===== config.mk =====
export PLATFORM = sky130hd
export DESIGN_NAME = lsd_core
export DESIGN_NICKNAME = d
export VERILOG_FILES = /design/src/rtl/lsd_pkg.sv /design/src/rtl/lsd_core.sv /design/src/rtl/lsd_sync.sv
export SDC_FILE = /design/constraint.sdc
export NUM_CORES = 1
export LEC_CHECK = 0
export ABC_CLOCK_PERIOD_IN_PS = 2730
export BUFFER_PORTS_ARGS = -buffer_cell sky130_fd_sc_hd__buf_2
export CELL_PAD_IN_SITES_DETAIL_PLACEMENT = 0
export CELL_PAD_IN_SITES_GLOBAL_PLACEMENT = 1
export CORE_UTILIZATION = 52
export DETAILED_ROUTE_END_ITERATION = 10
export MAX_ROUTING_LAYER = met4
export PLACE_DENSITY = 0.82
export SLEW_MARGIN = 20
export SYNTH_ARGS = -nofsm -noshare
export SYNTH_HDL_FRONTEND = slang
export SYNTH_SLANG_ARGS = --single-unit

===== constraint.sdc =====
create_clock -name mclk -period 2.73 [get_ports mclk]
set_input_delay 0.546 -clock mclk [delete_from_list [all_inputs] [get_ports mclk]]
set_output_delay 0.546 -clock mclk [all_outputs]
set_load 0.01 [all_outputs]

===== src/rtl/lsd_pkg.sv =====
// lsd_pkg: shared constants and carrier types for the led sink shift path
// assumes: included before the design modules, nothing imported
package lsd_pkg;
	// ------------------------------------------------------------
	// widths and field layout
	// ------------------------------------------------------------
	localparam int SHIFT_LEN  = 25;
	localparam int GROUP_LEN  = 8;
	localparam int RED_LSB    = 0;
	localparam int GREEN_LSB  = 8;
	localparam int BLUE_LSB   = 16;
	localparam int SYNC_DEPTH = 2;

	// ------------------------------------------------------------
	// reset values
	// ------------------------------------------------------------
	localparam logic [24:0] SHIFT_RST = 25'h0000000;
	localparam logic [23:0] LATCH_RST = 24'h000000;

	// ------------------------------------------------------------
	// carriers
	// ------------------------------------------------------------
	typedef struct packed {
		logic [7:0] blue;
		logic [7:0] green;
		logic [7:0] red;
	} lsd_sinks_s;

	typedef struct packed {
		logic serial_in;
		logic shift_clk;
		logic load_strobe;
		logic force_off;
	} lsd_pins_s;
endpackage


===== src/rtl/lsd_core.sv =====
// lsd_core: serial shift chain, on-off latch and blanking of 24 sinks
// assumes: pins asynchronous, mclk at least several times the shift clock
module lsd_core #(
	parameter int SHIFT_LEN = lsd_pkg::SHIFT_LEN
) (
	input  wire logic       mclk,         // system clock, 25 MHz
	input  wire logic       rst_n,        // async reset, active low
	input  wire logic       ce,           // clock enable, freezes state low
	input  wire logic       serial_in,    // serial data pin
	input  wire logic       shift_clk,    // shift clock pin
	input  wire logic       load_strobe,  // latch strobe pin
	input  wire logic       force_off,    // blank all sinks pin
	output logic            serial_out,   // chain output, top bit
	output logic      [7:0] red_sinks,    // red group, 1 = on
	output logic      [7:0] green_sinks,  // green group, 1 = on
	output logic      [7:0] blue_sinks    // blue group, 1 = on
);
	// ------------------------------------------------------------
	// pin synchronisation
	// ------------------------------------------------------------
	lsd_pkg::lsd_pins_s pins_raw;
	lsd_pkg::lsd_pins_s pins;
	lsd_pkg::lsd_pins_s pins_prev;
	lsd_pkg::lsd_pins_s next_pins_prev;

	assign pins_raw = '{serial_in: serial_in, shift_clk: shift_clk,
		load_strobe: load_strobe, force_off: force_off};

	// all four pins share one synchroniser so a data bit and its
	// clock edge leave it in the same cycle; mclk must run several
	// times faster than the shift clock or edges are lost
	lsd_sync #(
		.WIDTH ($bits(lsd_pkg::lsd_pins_s))
	) u_sync (
		.mclk  (mclk),
		.rst_n (rst_n),
		.ce    (ce),
		.d     (pins_raw),
		.q     (pins)
	);

	// ------------------------------------------------------------
	// edge detection
	// ------------------------------------------------------------
	logic shift_rise;
	logic strobe_rise;

	// data rides in the same sync stage, so it is sampled as the edge seen
	assign shift_rise  = pins.shift_clk & ~pins_prev.shift_clk;
	assign strobe_rise = pins.load_strobe & ~pins_prev.load_strobe;

	always_comb begin
		next_pins_prev = ce ? pins : pins_prev;
	end

	// ------------------------------------------------------------
	// shift register and latch
	// ------------------------------------------------------------
	logic [SHIFT_LEN-1:0] shreg;
	logic [SHIFT_LEN-1:0] next_shreg;
	logic [23:0]          latch;
	logic [23:0]          next_latch;
	lsd_pkg::lsd_sinks_s  sinks;
	lsd_pkg::lsd_sinks_s  next_sinks;
	logic                 next_serial_out;

	always_comb begin
		next_shreg = shreg;
		next_latch = latch;
		if (ce && shift_rise) begin
			next_shreg = {shreg[SHIFT_LEN-2:0], pins.serial_in};
		end
		// a coincident shift rise leaves the latch with the
		// pre-shift word, since the latch reads the current register
		if (ce && strobe_rise) begin
			next_latch = shreg[23:0];
		end
		next_serial_out = next_shreg[SHIFT_LEN-1];
		next_sinks = pins.force_off ? '0 : lsd_pkg::lsd_sinks_s'(next_latch);
		// ce low holds the outputs too, so a frozen block shows no
		// half-updated sink pattern
		if (!ce) begin
			next_sinks      = sinks;
			next_serial_out = serial_out;
		end
	end

	always_ff @(posedge mclk or negedge rst_n) begin
		if (!rst_n) begin
			pins_prev  <= '0;
			shreg      <= lsd_pkg::SHIFT_RST;
			latch      <= lsd_pkg::LATCH_RST;
			sinks      <= '0;
			serial_out <= 1'b0;
		end else begin
			pins_prev  <= next_pins_prev;
			shreg      <= next_shreg;
			latch      <= next_latch;
			sinks      <= next_sinks;
			serial_out <= next_serial_out;
		end
	end

	// outputs come straight from the sinks flop; no gating after it
	// so the sink pins cannot glitch when force-off changes
	assign red_sinks   = sinks.red;
	assign green_sinks = sinks.green;
	assign blue_sinks  = sinks.blue;

	// ------------------------------------------------------------
	// checks
	// ------------------------------------------------------------
	chk_blank_forces_off: assert property (
		@(posedge mclk) disable iff (!rst_n)
		(ce && pins.force_off) |=> (sinks == '0))
		else $error("sinks on while forced off");

	chk_sinks_follow_latch: assert property (
		@(posedge mclk) disable iff (!rst_n)
		(ce && !pins.force_off) |=> (sinks == latch))
		else $error("sinks differ from latch");

	chk_strobe_loads: assert property (
		@(posedge mclk) disable iff (!rst_n)
		(ce && strobe_rise) |=> (latch == $past(shreg[23:0])))
		else $error("latch not loaded on strobe");

	chk_latch_holds: assert property (
		@(posedge mclk) disable iff (!rst_n)
		!(ce && strobe_rise) |=> $stable(latch))
		else $error("latch changed without strobe");

	chk_shift_capture: assert property (
		@(posedge mclk) disable iff (!rst_n)
		(ce && shift_rise) |=> (shreg[0] == $past(pins.serial_in)))
		else $error("serial input not captured");

	chk_shift_moves: assert property (
		@(posedge mclk) disable iff (!rst_n)
		(ce && shift_rise) |=>
			(shreg[SHIFT_LEN-1:1] == $past(shreg[SHIFT_LEN-2:0])))
		else $error("bits did not move up");

	chk_shift_idle: assert property (
		@(posedge mclk) disable iff (!rst_n)
		!(ce && shift_rise) |=> $stable(shreg))
		else $error("register moved without edge");

	chk_serial_out_top: assert property (
		@(posedge mclk) disable iff (!rst_n)
		ce |=> (serial_out == shreg[SHIFT_LEN-1]))
		else $error("serial out not top bit");

	chk_out_holds: assert property (
		@(posedge mclk) disable iff (!rst_n)
		!(ce && shift_rise) |=> $stable(serial_out))
		else $error("serial out moved without edge");

	chk_fall_ignored: assert property (
		@(posedge mclk) disable iff (!rst_n)
		(ce && pins_prev.load_strobe && !pins.load_strobe)
			|=> $stable(latch))
		else $error("latch moved on strobe fall");

	chk_red_map: assert property (
		@(posedge mclk) disable iff (!rst_n)
		(ce && !pins.force_off) |=> (red_sinks == latch[7:0]))
		else $error("red sinks not latch bits 7:0");

	chk_green_map: assert property (
		@(posedge mclk) disable iff (!rst_n)
		(ce && !pins.force_off) |=> (green_sinks == latch[15:8]))
		else $error("green sinks not latch bits 15:8");

	chk_blue_map: assert property (
		@(posedge mclk) disable iff (!rst_n)
		(ce && !pins.force_off) |=> (blue_sinks == latch[23:16]))
		else $error("blue sinks not latch bits 23:16");

	chk_freeze_all: assert property (
		@(posedge mclk) disable iff (!rst_n)
		!ce |=> ($stable(shreg) && $stable(latch)
			&& $stable(sinks) && $stable(serial_out)))
		else $error("state moved while ce low");

	// ------------------------------------------------------------
	// pin to state checks, through the synchroniser
	// ------------------------------------------------------------
	// pins take three mclk edges to act: two sync stages and the
	// register stage; ce must stay high over all of them or the
	// frozen stages stretch the delay

	chk_pin_to_lsb: assert property (
		@(posedge mclk) disable iff (!rst_n)
		(ce && $past(ce) && $rose(shift_clk)) ##1 ce ##1 ce
			|=> (shreg[0] == $past(serial_in, 3)))
		else $error("pin data not in register lsb");

	chk_pin_to_latch: assert property (
		@(posedge mclk) disable iff (!rst_n)
		(ce && $past(ce) && $rose(load_strobe)) ##1 ce ##1 ce
			|=> (latch == $past(shreg[23:0])))
		else $error("strobe pin did not load latch");

	chk_pin_blanks: assert property (
		@(posedge mclk) disable iff (!rst_n)
		(ce && force_off) ##1 ce ##1 ce |=> (sinks == '0))
		else $error("force-off pin did not blank sinks");

	chk_pin_unblanks: assert property (
		@(posedge mclk) disable iff (!rst_n)
		(ce && !force_off) ##1 ce ##1 ce |=> (sinks == latch))
		else $error("sinks not latch after force-off low");
endmodule


===== src/rtl/lsd_sync.sv =====
// lsd_sync: two-stage synchroniser for a group of pin levels
// assumes: inputs asynchronous to mclk; first stage read only by the second
module lsd_sync #(
	parameter int WIDTH = 4
) (
	input  wire logic             mclk,   // system clock
	input  wire logic             rst_n,  // async reset, active low
	input  wire logic             ce,     // clock enable
	input  wire logic [WIDTH-1:0] d,      // raw pin levels
	output logic      [WIDTH-1:0] q       // synchronised levels
);
	logic [WIDTH-1:0] meta;
	logic [WIDTH-1:0] next_meta;
	logic [WIDTH-1:0] next_q;

	always_comb begin
		next_meta = ce ? d : meta;
		next_q    = ce ? meta : q;
	end

	always_ff @(posedge mclk or negedge rst_n) begin
		if (!rst_n) begin
			meta <= '0;
			q    <= '0;
		end else begin
			meta <= next_meta;
			q    <= next_q;
		end
	end
endmodule


==> run summary, run 1 <==
critical path type: in2reg
largest net degree at the start of global routing: 85
Top-Level Pins: 32
mapped cell area: 0.003478 mm²
hold buffers post-CTS: 0
crit end category: register
Post-DP HPWL: 3247 µm
crit start category: input port
Design Area, Final: 0.003930 mm²
routability cong.: 0.6896
CTS tree: built
first-pass GRT wire length: 9722 µm
Worst-Margin Slew: 0.6625 ns
Reg clk slew, reported paths: 0.08 ns
Synth area leader: dfrtp_1
Fin Hold WS: 0.2281 ns
Synth Register Bits: 84
Final Hold Fails: 0
number of synthesis warnings: 0
GR Overflow Total: 0
Synth cell types: 15
count of input and output buffers: 31
clk root buf: clkbuf_8
Max FO, Critical Path: 25
final WL: 5498 µm
Num Clock Sinks: 84
DRC: 0
setup bufs post-CTS: 0
pwr/cell area: 794.0 mW/mm²
Required @ worst endpoint: 2.96 ns
vias in the first global route: 1992
Routed Antenna Nets: 0
fin crit share: 0.6497
share of cells above drive strength 1: 0.4109
drt first pass iters: 4
drt initial violations: 92
Sum Neg Setup Slack: 0 ns
number of H-tree levels: 3
P&R area growth vs syn: 12.99%
Synth top area share: 0.6043
static leakage: 2.068 nW
area of the core: 0.006386 mm²
Max transition margin: 0.5560
vias: 1893
clk_lat worst skew: 0.34 ns
worst vdd ir: 0.5336 mV
DP Worst Slack: 0.5860 ns
min-delay worst type: in2async
total global-route track usage: 0.1847
cts repair resizes: 0
mean post-synth cell area: 14.68 µm²
synth top area cells: dfrtp_1 (60%), mux2_2 (13%), mux2_4 (8.6%)
Syn Inst Count: 237
worst r2r src: pins_prev[2]$_DFFE_PN0P_
DIE WIDTH: 83.79 µm
worst-case clock buffer depth: 2
Seq/Total Area, Yosys: 0.6043
initial core utilization: 0.5447
Inserted Clock Buffers: 9
status: complete, no violations
crit path from: ce
initial antenna violation count: 0
DR WL/cell: 15.62 µm
total power: 3.121 mW
die height: 83.79 µm
Post-DP Area: 0.003695 mm²
Syn Nets: 244
Setup violations, final: 0
Final WS setup: 0.9564 ns
post-layout net count: 277
placement row count: 29
maxcap violations: 0
DR vias/cell: 5.378
RSZ-0062 raised after global routing: false
fin. max-slew vios: 0
die area: 0.007020 mm²
Antenna Cells: 0
Tmin final: 1.774 ns
fmax: 563.8 MHz
worst clock skew: 0.006101 ns
critical path arrival: 2.00 ns
## flip-flops by register name (all words and copies together), names as in the netlist
register	flops
shreg	25
blue_sinks	8
red_sinks	8
u_sync.meta	4
green_sinks	8
serial_out	1
latch	24
u_sync.q	4
pins_prev	2
## metal layers
| metal | track usage | vias up | share of wire |
|---|---|---|---|
| met5 | - | - | 0 |
| met4 | 0.08629 | 0 | 0.023 |
| met3 | 0.04550 | 13 | 0.032 |
| met2 | 0.2631 | 31 | 0.45 |
| met1 | 0.2512 | 959 | 0.50 |
| li1 | - | 890 | - |
## layout by cell type (no fill, tap or decap), drive strengths merged
master   n
clkbuf  12
mux2    59
mux2i   25
bufinv   2
nor2     1
nand2b   3
buf     36
clkinv   2
o22ai   24
inv     24
nand3b   2
dfrtp   84
a21oi    1
## synth_stat cells
| master | number |
|---|---|
| nand3b_4 | 1 |
| buf_6 | 3 |
| inv_1 | 24 |
| mux2_4 | 20 |
| buf_2 | 4 |
| dfrtp_1 | 84 |
| a21oi_1 | 1 |
| nand3b_2 | 1 |
| nand2b_1 | 3 |
| mux2_2 | 39 |
| o22ai_1 | 24 |
| nor2_1 | 1 |
| mux2i_1 | 25 |
| buf_4 | 2 |
| clkbuf_1 | 5 |
## power by group
part / switching [mW] / internal (mW)
Sequential: 0.139 / 1.44
Combinational: 0.234 / 0.302
Clock: 0.419 / 0.587
Total: 0.792 / 2.33
## final timing paths
check | to | slack, ns | cells past startpoint
min in group mclk | u_sync.meta[1]$_DFFE_PN0P_ | 0.43 | 2
hold / removal | u_sync.meta[2]$_DFFE_PN0P_ | 0.23 | 2
setup reg to reg | shreg[4]$_DFFE_PN0P_ | 1.11 | 2
setup / recovery | shreg[4]$_DFFE_PN0P_ | 0.96 | 3
max in group asynchronous | shreg[11]$_DFFE_PN0P_ | 2.18 | 2
hold reg to reg | u_sync.q[0]$_DFFE_PN0P_ | 0.50 | 1
## metrics by stage
step                cells  utilization
global route          352       0.6154
floorplan             237            -
detailed placement    336       0.5786
global placement      336       0.5786
CTS                   352       0.6154
finish                352       0.6154
## worst max-delay path, cell delays in order
cell and delay [ns]:
buf_2 0.38, nand3b_2 0.58, mux2_2 0.49
## cells by family after synthesis
family / Yosys count / synth area share
AO/OA/AOI/OAI: 25 / 0.04460
buffers and inverters: 38 / 0.05108
flip-flops: 84 / 0.6043
multiplexers: 84 / 0.2845
AND/OR/NAND/NOR: 6 / 0.01547
## cell type report
class	count	area, µm²
clock buffer	12	165.2
clock inverter	4	70.07
fill	513	2456
inverter	24	90.09
multi-input combinational	115	1199
sequential	84	2102
tap	77	96.34
timing repair buffer	36	207.7
Power figures use the tool's default switching activity.
==> run 2, diff against run 1 <==
--- a/config.mk
+++ b/config.mk
@@ -5,14 +5,15 @@
 export SDC_FILE = /design/constraint.sdc
 export NUM_CORES = 1
 export LEC_CHECK = 0
-export ABC_CLOCK_PERIOD_IN_PS = 2730
+export ABC_AREA = 1
+export ABC_CLOCK_PERIOD_IN_PS = 1530
 export BUFFER_PORTS_ARGS = -buffer_cell sky130_fd_sc_hd__buf_2
 export CELL_PAD_IN_SITES_DETAIL_PLACEMENT = 0
 export CELL_PAD_IN_SITES_GLOBAL_PLACEMENT = 1
-export CORE_UTILIZATION = 52
+export CORE_UTILIZATION = 40
 export DETAILED_ROUTE_END_ITERATION = 10
 export MAX_ROUTING_LAYER = met4
-export PLACE_DENSITY = 0.82
+export PLACE_DENSITY = 0.73
 export SLEW_MARGIN = 20
 export SYNTH_ARGS = -nofsm -noshare
 export SYNTH_HDL_FRONTEND = slang
==> constraint.sdc (replaced) <==
create_clock -name mclk -period 1.53 [get_ports mclk]
set_input_delay 0.306 -clock mclk [delete_from_list [all_inputs] [get_ports mclk]]
set_output_delay 0.306 -clock mclk [all_outputs]
set_load 0.01 [all_outputs]
==> run 2 against run 1 <==
Against the previous run: global-route usage decreased by 2.2 points; die area grew 27%; count of clock-buffer cells in the layout unchanged; largest cell class unchanged; area after synthesis down 1.5%; combinational power is 110% higher; clock power increased by 53%; critical path depth decreased by 2; non-clock buffer count rose by 7; sequential power grew 84%; register-to-register slack worse by 0.76 ns.
==> run summary, run 2 <==
die height: 94.55 µm (+13%)
Non-Filler Instances: 528 (+50%)
pwr/cell area: 1428 mW/mm² (+80%)
Synth cell types: 16 (+1)
worst clock skew: 0.006492 ns (+0.0003914 ns)
Critical Path Stages: 1 (-2)
max incr delay on CP: 0.40 ns (-0.18 ns)
biggest regs: shreg (25), latch (24)
worst vdd ir: 0.6152 mV (+15%)
Synth top area share: 0.6136 (+0.009270)
GRT Max-Usage Layer: met2
Synth Register Bits: 84 (unchanged)
post-layout net count: 427 (+54%)
DIE WIDTH: 94.55 µm (+13%)
number of H-tree levels: 3 (unchanged)
setup bufs post-CTS: 0 (unchanged)
global routing usage on met3: 0.03865 (-0.006852)
count of input and output buffers: 31 (unchanged)
clk_lat worst skew: 0.34 ns (about the same)
GR Overflow Total: 0 (unchanged)
commonest cells after routing, fill and taps aside: nand2_1 (146), dfrtp_1 (84), inv_1 (51)
mean post-synth cell area: 8.968 µm² (-39%)
RSZ-0062 raised after global routing: false
max reg flops: 25 (unchanged)
Switching Power: 1.578 mW (+99%)
first-pass GRT wire length: 10760 µm (+11%)
worst-case clock buffer depth: 2 (unchanged)
Reg clk slew, reported paths: 0.08 ns (about the same)
vias in the first global route: 2315 (+16%)
Clk pwr share: 0.277 (-0.046)
initial antenna violation count: 0 (unchanged)
placement row count: 33 (+14%)
worst path bufs/invs: 1 (unchanged)
crit start category: register
Logic pwr share: 0.205 (+0.033)
maxcap violations: 0 (unchanged)
routability cong.: 0.7135 (+3.5%)
largest net degree at the start of global routing: 49 (-42%)
area of the core: 0.008258 mm² (+29%)
Critical-path top delay cell: dfrtp_1
dominant synthesized flop cell: dfrtp_1
Required @ worst endpoint: 1.22 ns (-1.74 ns)
GR met1 Demand/Resource: 0.2130 (-0.03817)
DRC: 0 (unchanged)
largest register by flop count: shreg
FF-to-FF path depth: 3 (+1)
vias: 2330 (+23%)
static leakage: 2.049 nW (-0.93%)
min-delay worst type: in2reg
total global-route track usage: 0.1624 (-0.02225)
Antenna Cells: 0 (unchanged)
Routed Antenna Nets: 0 (unchanged)
switch share: 0.2822 (+0.02830)
status: complete, no violations
Syn Nets: 389 (+59%)
initial core utilization: 0.4148 (-0.1298)
Filler Cell Count: 843 (+64%)
synth top area cells: dfrtp_1 (61%), nand2_1 (16%), inv_1 (5.6%)
Sum Neg Setup Slack: 0 ns (unchanged)
top-count cell post-synth: nand2_1
worst hold stages: 3
crit-path cells: buf_2
FFs w/ async S/R, synth: 1.000 (unchanged)
register area: 0.002102 mm² (unchanged)
die area: 0.008939 mm² (+27%)
Num Clock Sinks: 84 (unchanged)
Synth area leader: dfrtp_1
drt first pass iters: 4 (unchanged)
CTS tree: built
fin. max-slew vios: 0 (unchanged)
most common cell after layout, fill and taps aside: nand2_1
clk root buf: clkbuf_8
crit end category: output port
Max transition margin: 0.7376 (+0.1816)
Post-DP HPWL: 3932 µm (+21%)
critical path arrival: 0.88 ns (-1.12 ns)
DR WL/cell: 11.41 µm (-27%)
mapped cell area: 0.003426 mm² (-1.5%)
Post-synth EDFFs: 0 (unchanged)
GRT met2 Usage: 0.2494 (-0.01372)
sequential share of power: 0.518 (+0.012)
Max FO, Critical Path: 2 (-92%)
fmax: 844.8 MHz
P_int: 4.015 mW (+72%)
final WL: 6022 µm (+9.5%)
Top-Level Pins: 32 (unchanged)
most common library cells after synthesis: nand2_1 (146), dfrtp_1 (84), inv_1 (51), and2_1 (25), nand3_1 (25)
drt initial violations: 148 (+61%)
DR vias/cell: 4.413 (-18%)
fin crit share: 0.7736
critical path type: reg2out
Worst-Margin Slew: 0.3936 ns (-0.2689 ns)
Final Hold Fails: 0 (unchanged)
cts repair resizes: 0 (unchanged)
total power: 5.594 mW (+79%)
share of cells above drive strength 1: 0.1466 (-0.2643)
Multi-input gate area: 0.001020 mm² (-15%)
critical path's top delay family: flip-flops
Syn Inst Count: 382 (+61%)
number of synthesis warnings: 0 (unchanged)
Seq/Total Area, Yosys: 0.6136 (+0.009270)
P&R area growth vs syn: 14.35%
Inserted Clock Buffers: 9 (unchanged)
DP Cell Count: 513 (+53%)
R2R Setup Slk: 0.35 ns (-0.76 ns)
Tmin final: 1.184 ns
Setup violations, final: 0 (unchanged)
==> run 2: changes by cell type after synthesis, moves of 4 or more <==
cell     previous run  this run
nand2_1             0       146
mux2_2             39         0
inv_1              24        51
and2_1              0        25
mux2i_1            25         0
nand3_1             0        25
o22ai_1            24         0
o21ai_0             0        23
mux2_4             20         0
o21ai_1             0         4
==> run 2: cells by family after synthesis <==
family	synth area share
buffers and inverters	0.08875
AO/OA/AOI/OAI	0.03944
flip-flops	0.6136
AND/OR/NAND/NOR	0.2582
==> run 2: repair_timing <==
item | 4_1_cts | 5_1_grt
hold endpoints to repair | 17 | 0
hold buffers | 1 | 0
setup endpoints to repair | 0 | 0
==> run 2: area by class of cell <==
type,count,share of cell area
clock inverter,2,0.008943
sequential,84,0.5366
inverter,53,0.05078
clock buffer,12,0.03960
tap,105,0.03354
multi-input combinational,229,0.2603
timing repair buffer,43,0.07027
==> run 2: worst paths after layout <==
kind                                       startpoint                    endpoint
max                        green_sinks[7]$_DFFE_PN0P_              green_sinks[7]
min                                       load_strobe  u_sync.meta[1]$_DFFE_PN0P_
max reg2reg                   u_sync.q[2]$_DFFE_PN0P_        shreg[3]$_DFFE_PN0P_
min reg2reg                  red_sinks[7]$_DFFE_PN0P_    red_sinks[7]$_DFFE_PN0P_
max in group asynchronous                       rst_n  green_sinks[2]$_DFFE_PN0P_
min in group asynchronous                       rst_n    red_sinks[2]$_DFFE_PN0P_
==> run 2: power groups by stage <==
stage,clock [mW],combinational (mW),sequential [mW]
floorplan,0,0.730,2.99
global placement,0,1.14,2.93
detailed placement,0,1.16,2.94
CTS,1.61,1.18,2.90
global route,1.70,1.35,2.95
finish,1.55,1.15,2.90
==> run 2: per-stage QoR <==
stage	setup WS, ns	utilization	instance area, µm²	hold slack (ns)
after global placement	0.3317	0.4502	3717	0.2158
after global routing	0.2596	0.4744	3918	0.1492
after floorplan	0.4393	-	3426	0.01041
after CTS	0.3209	0.4744	3918	0.1400
after detailed placement	0.3042	0.4502	3717	0.2195
final	0.3463	0.4744	3918	0.1630
==> run 2: tightest hold or removal path, cell delays in order <==
cell     delay [ns]
buf_2          0.07
nand2_1        0.04
nand2_1        0.05
==> run 2: per-layer routing <==
layer / share of wire / vias up / wire length [µm]
li1: - / 1220 / -
met2: 0.45 / 32 / 2726
met5: 0 / - / 0
met4: 0.0075 / 0 / 45
met1: 0.51 / 1073 / 3085
met3: 0.027 / 5 / 165
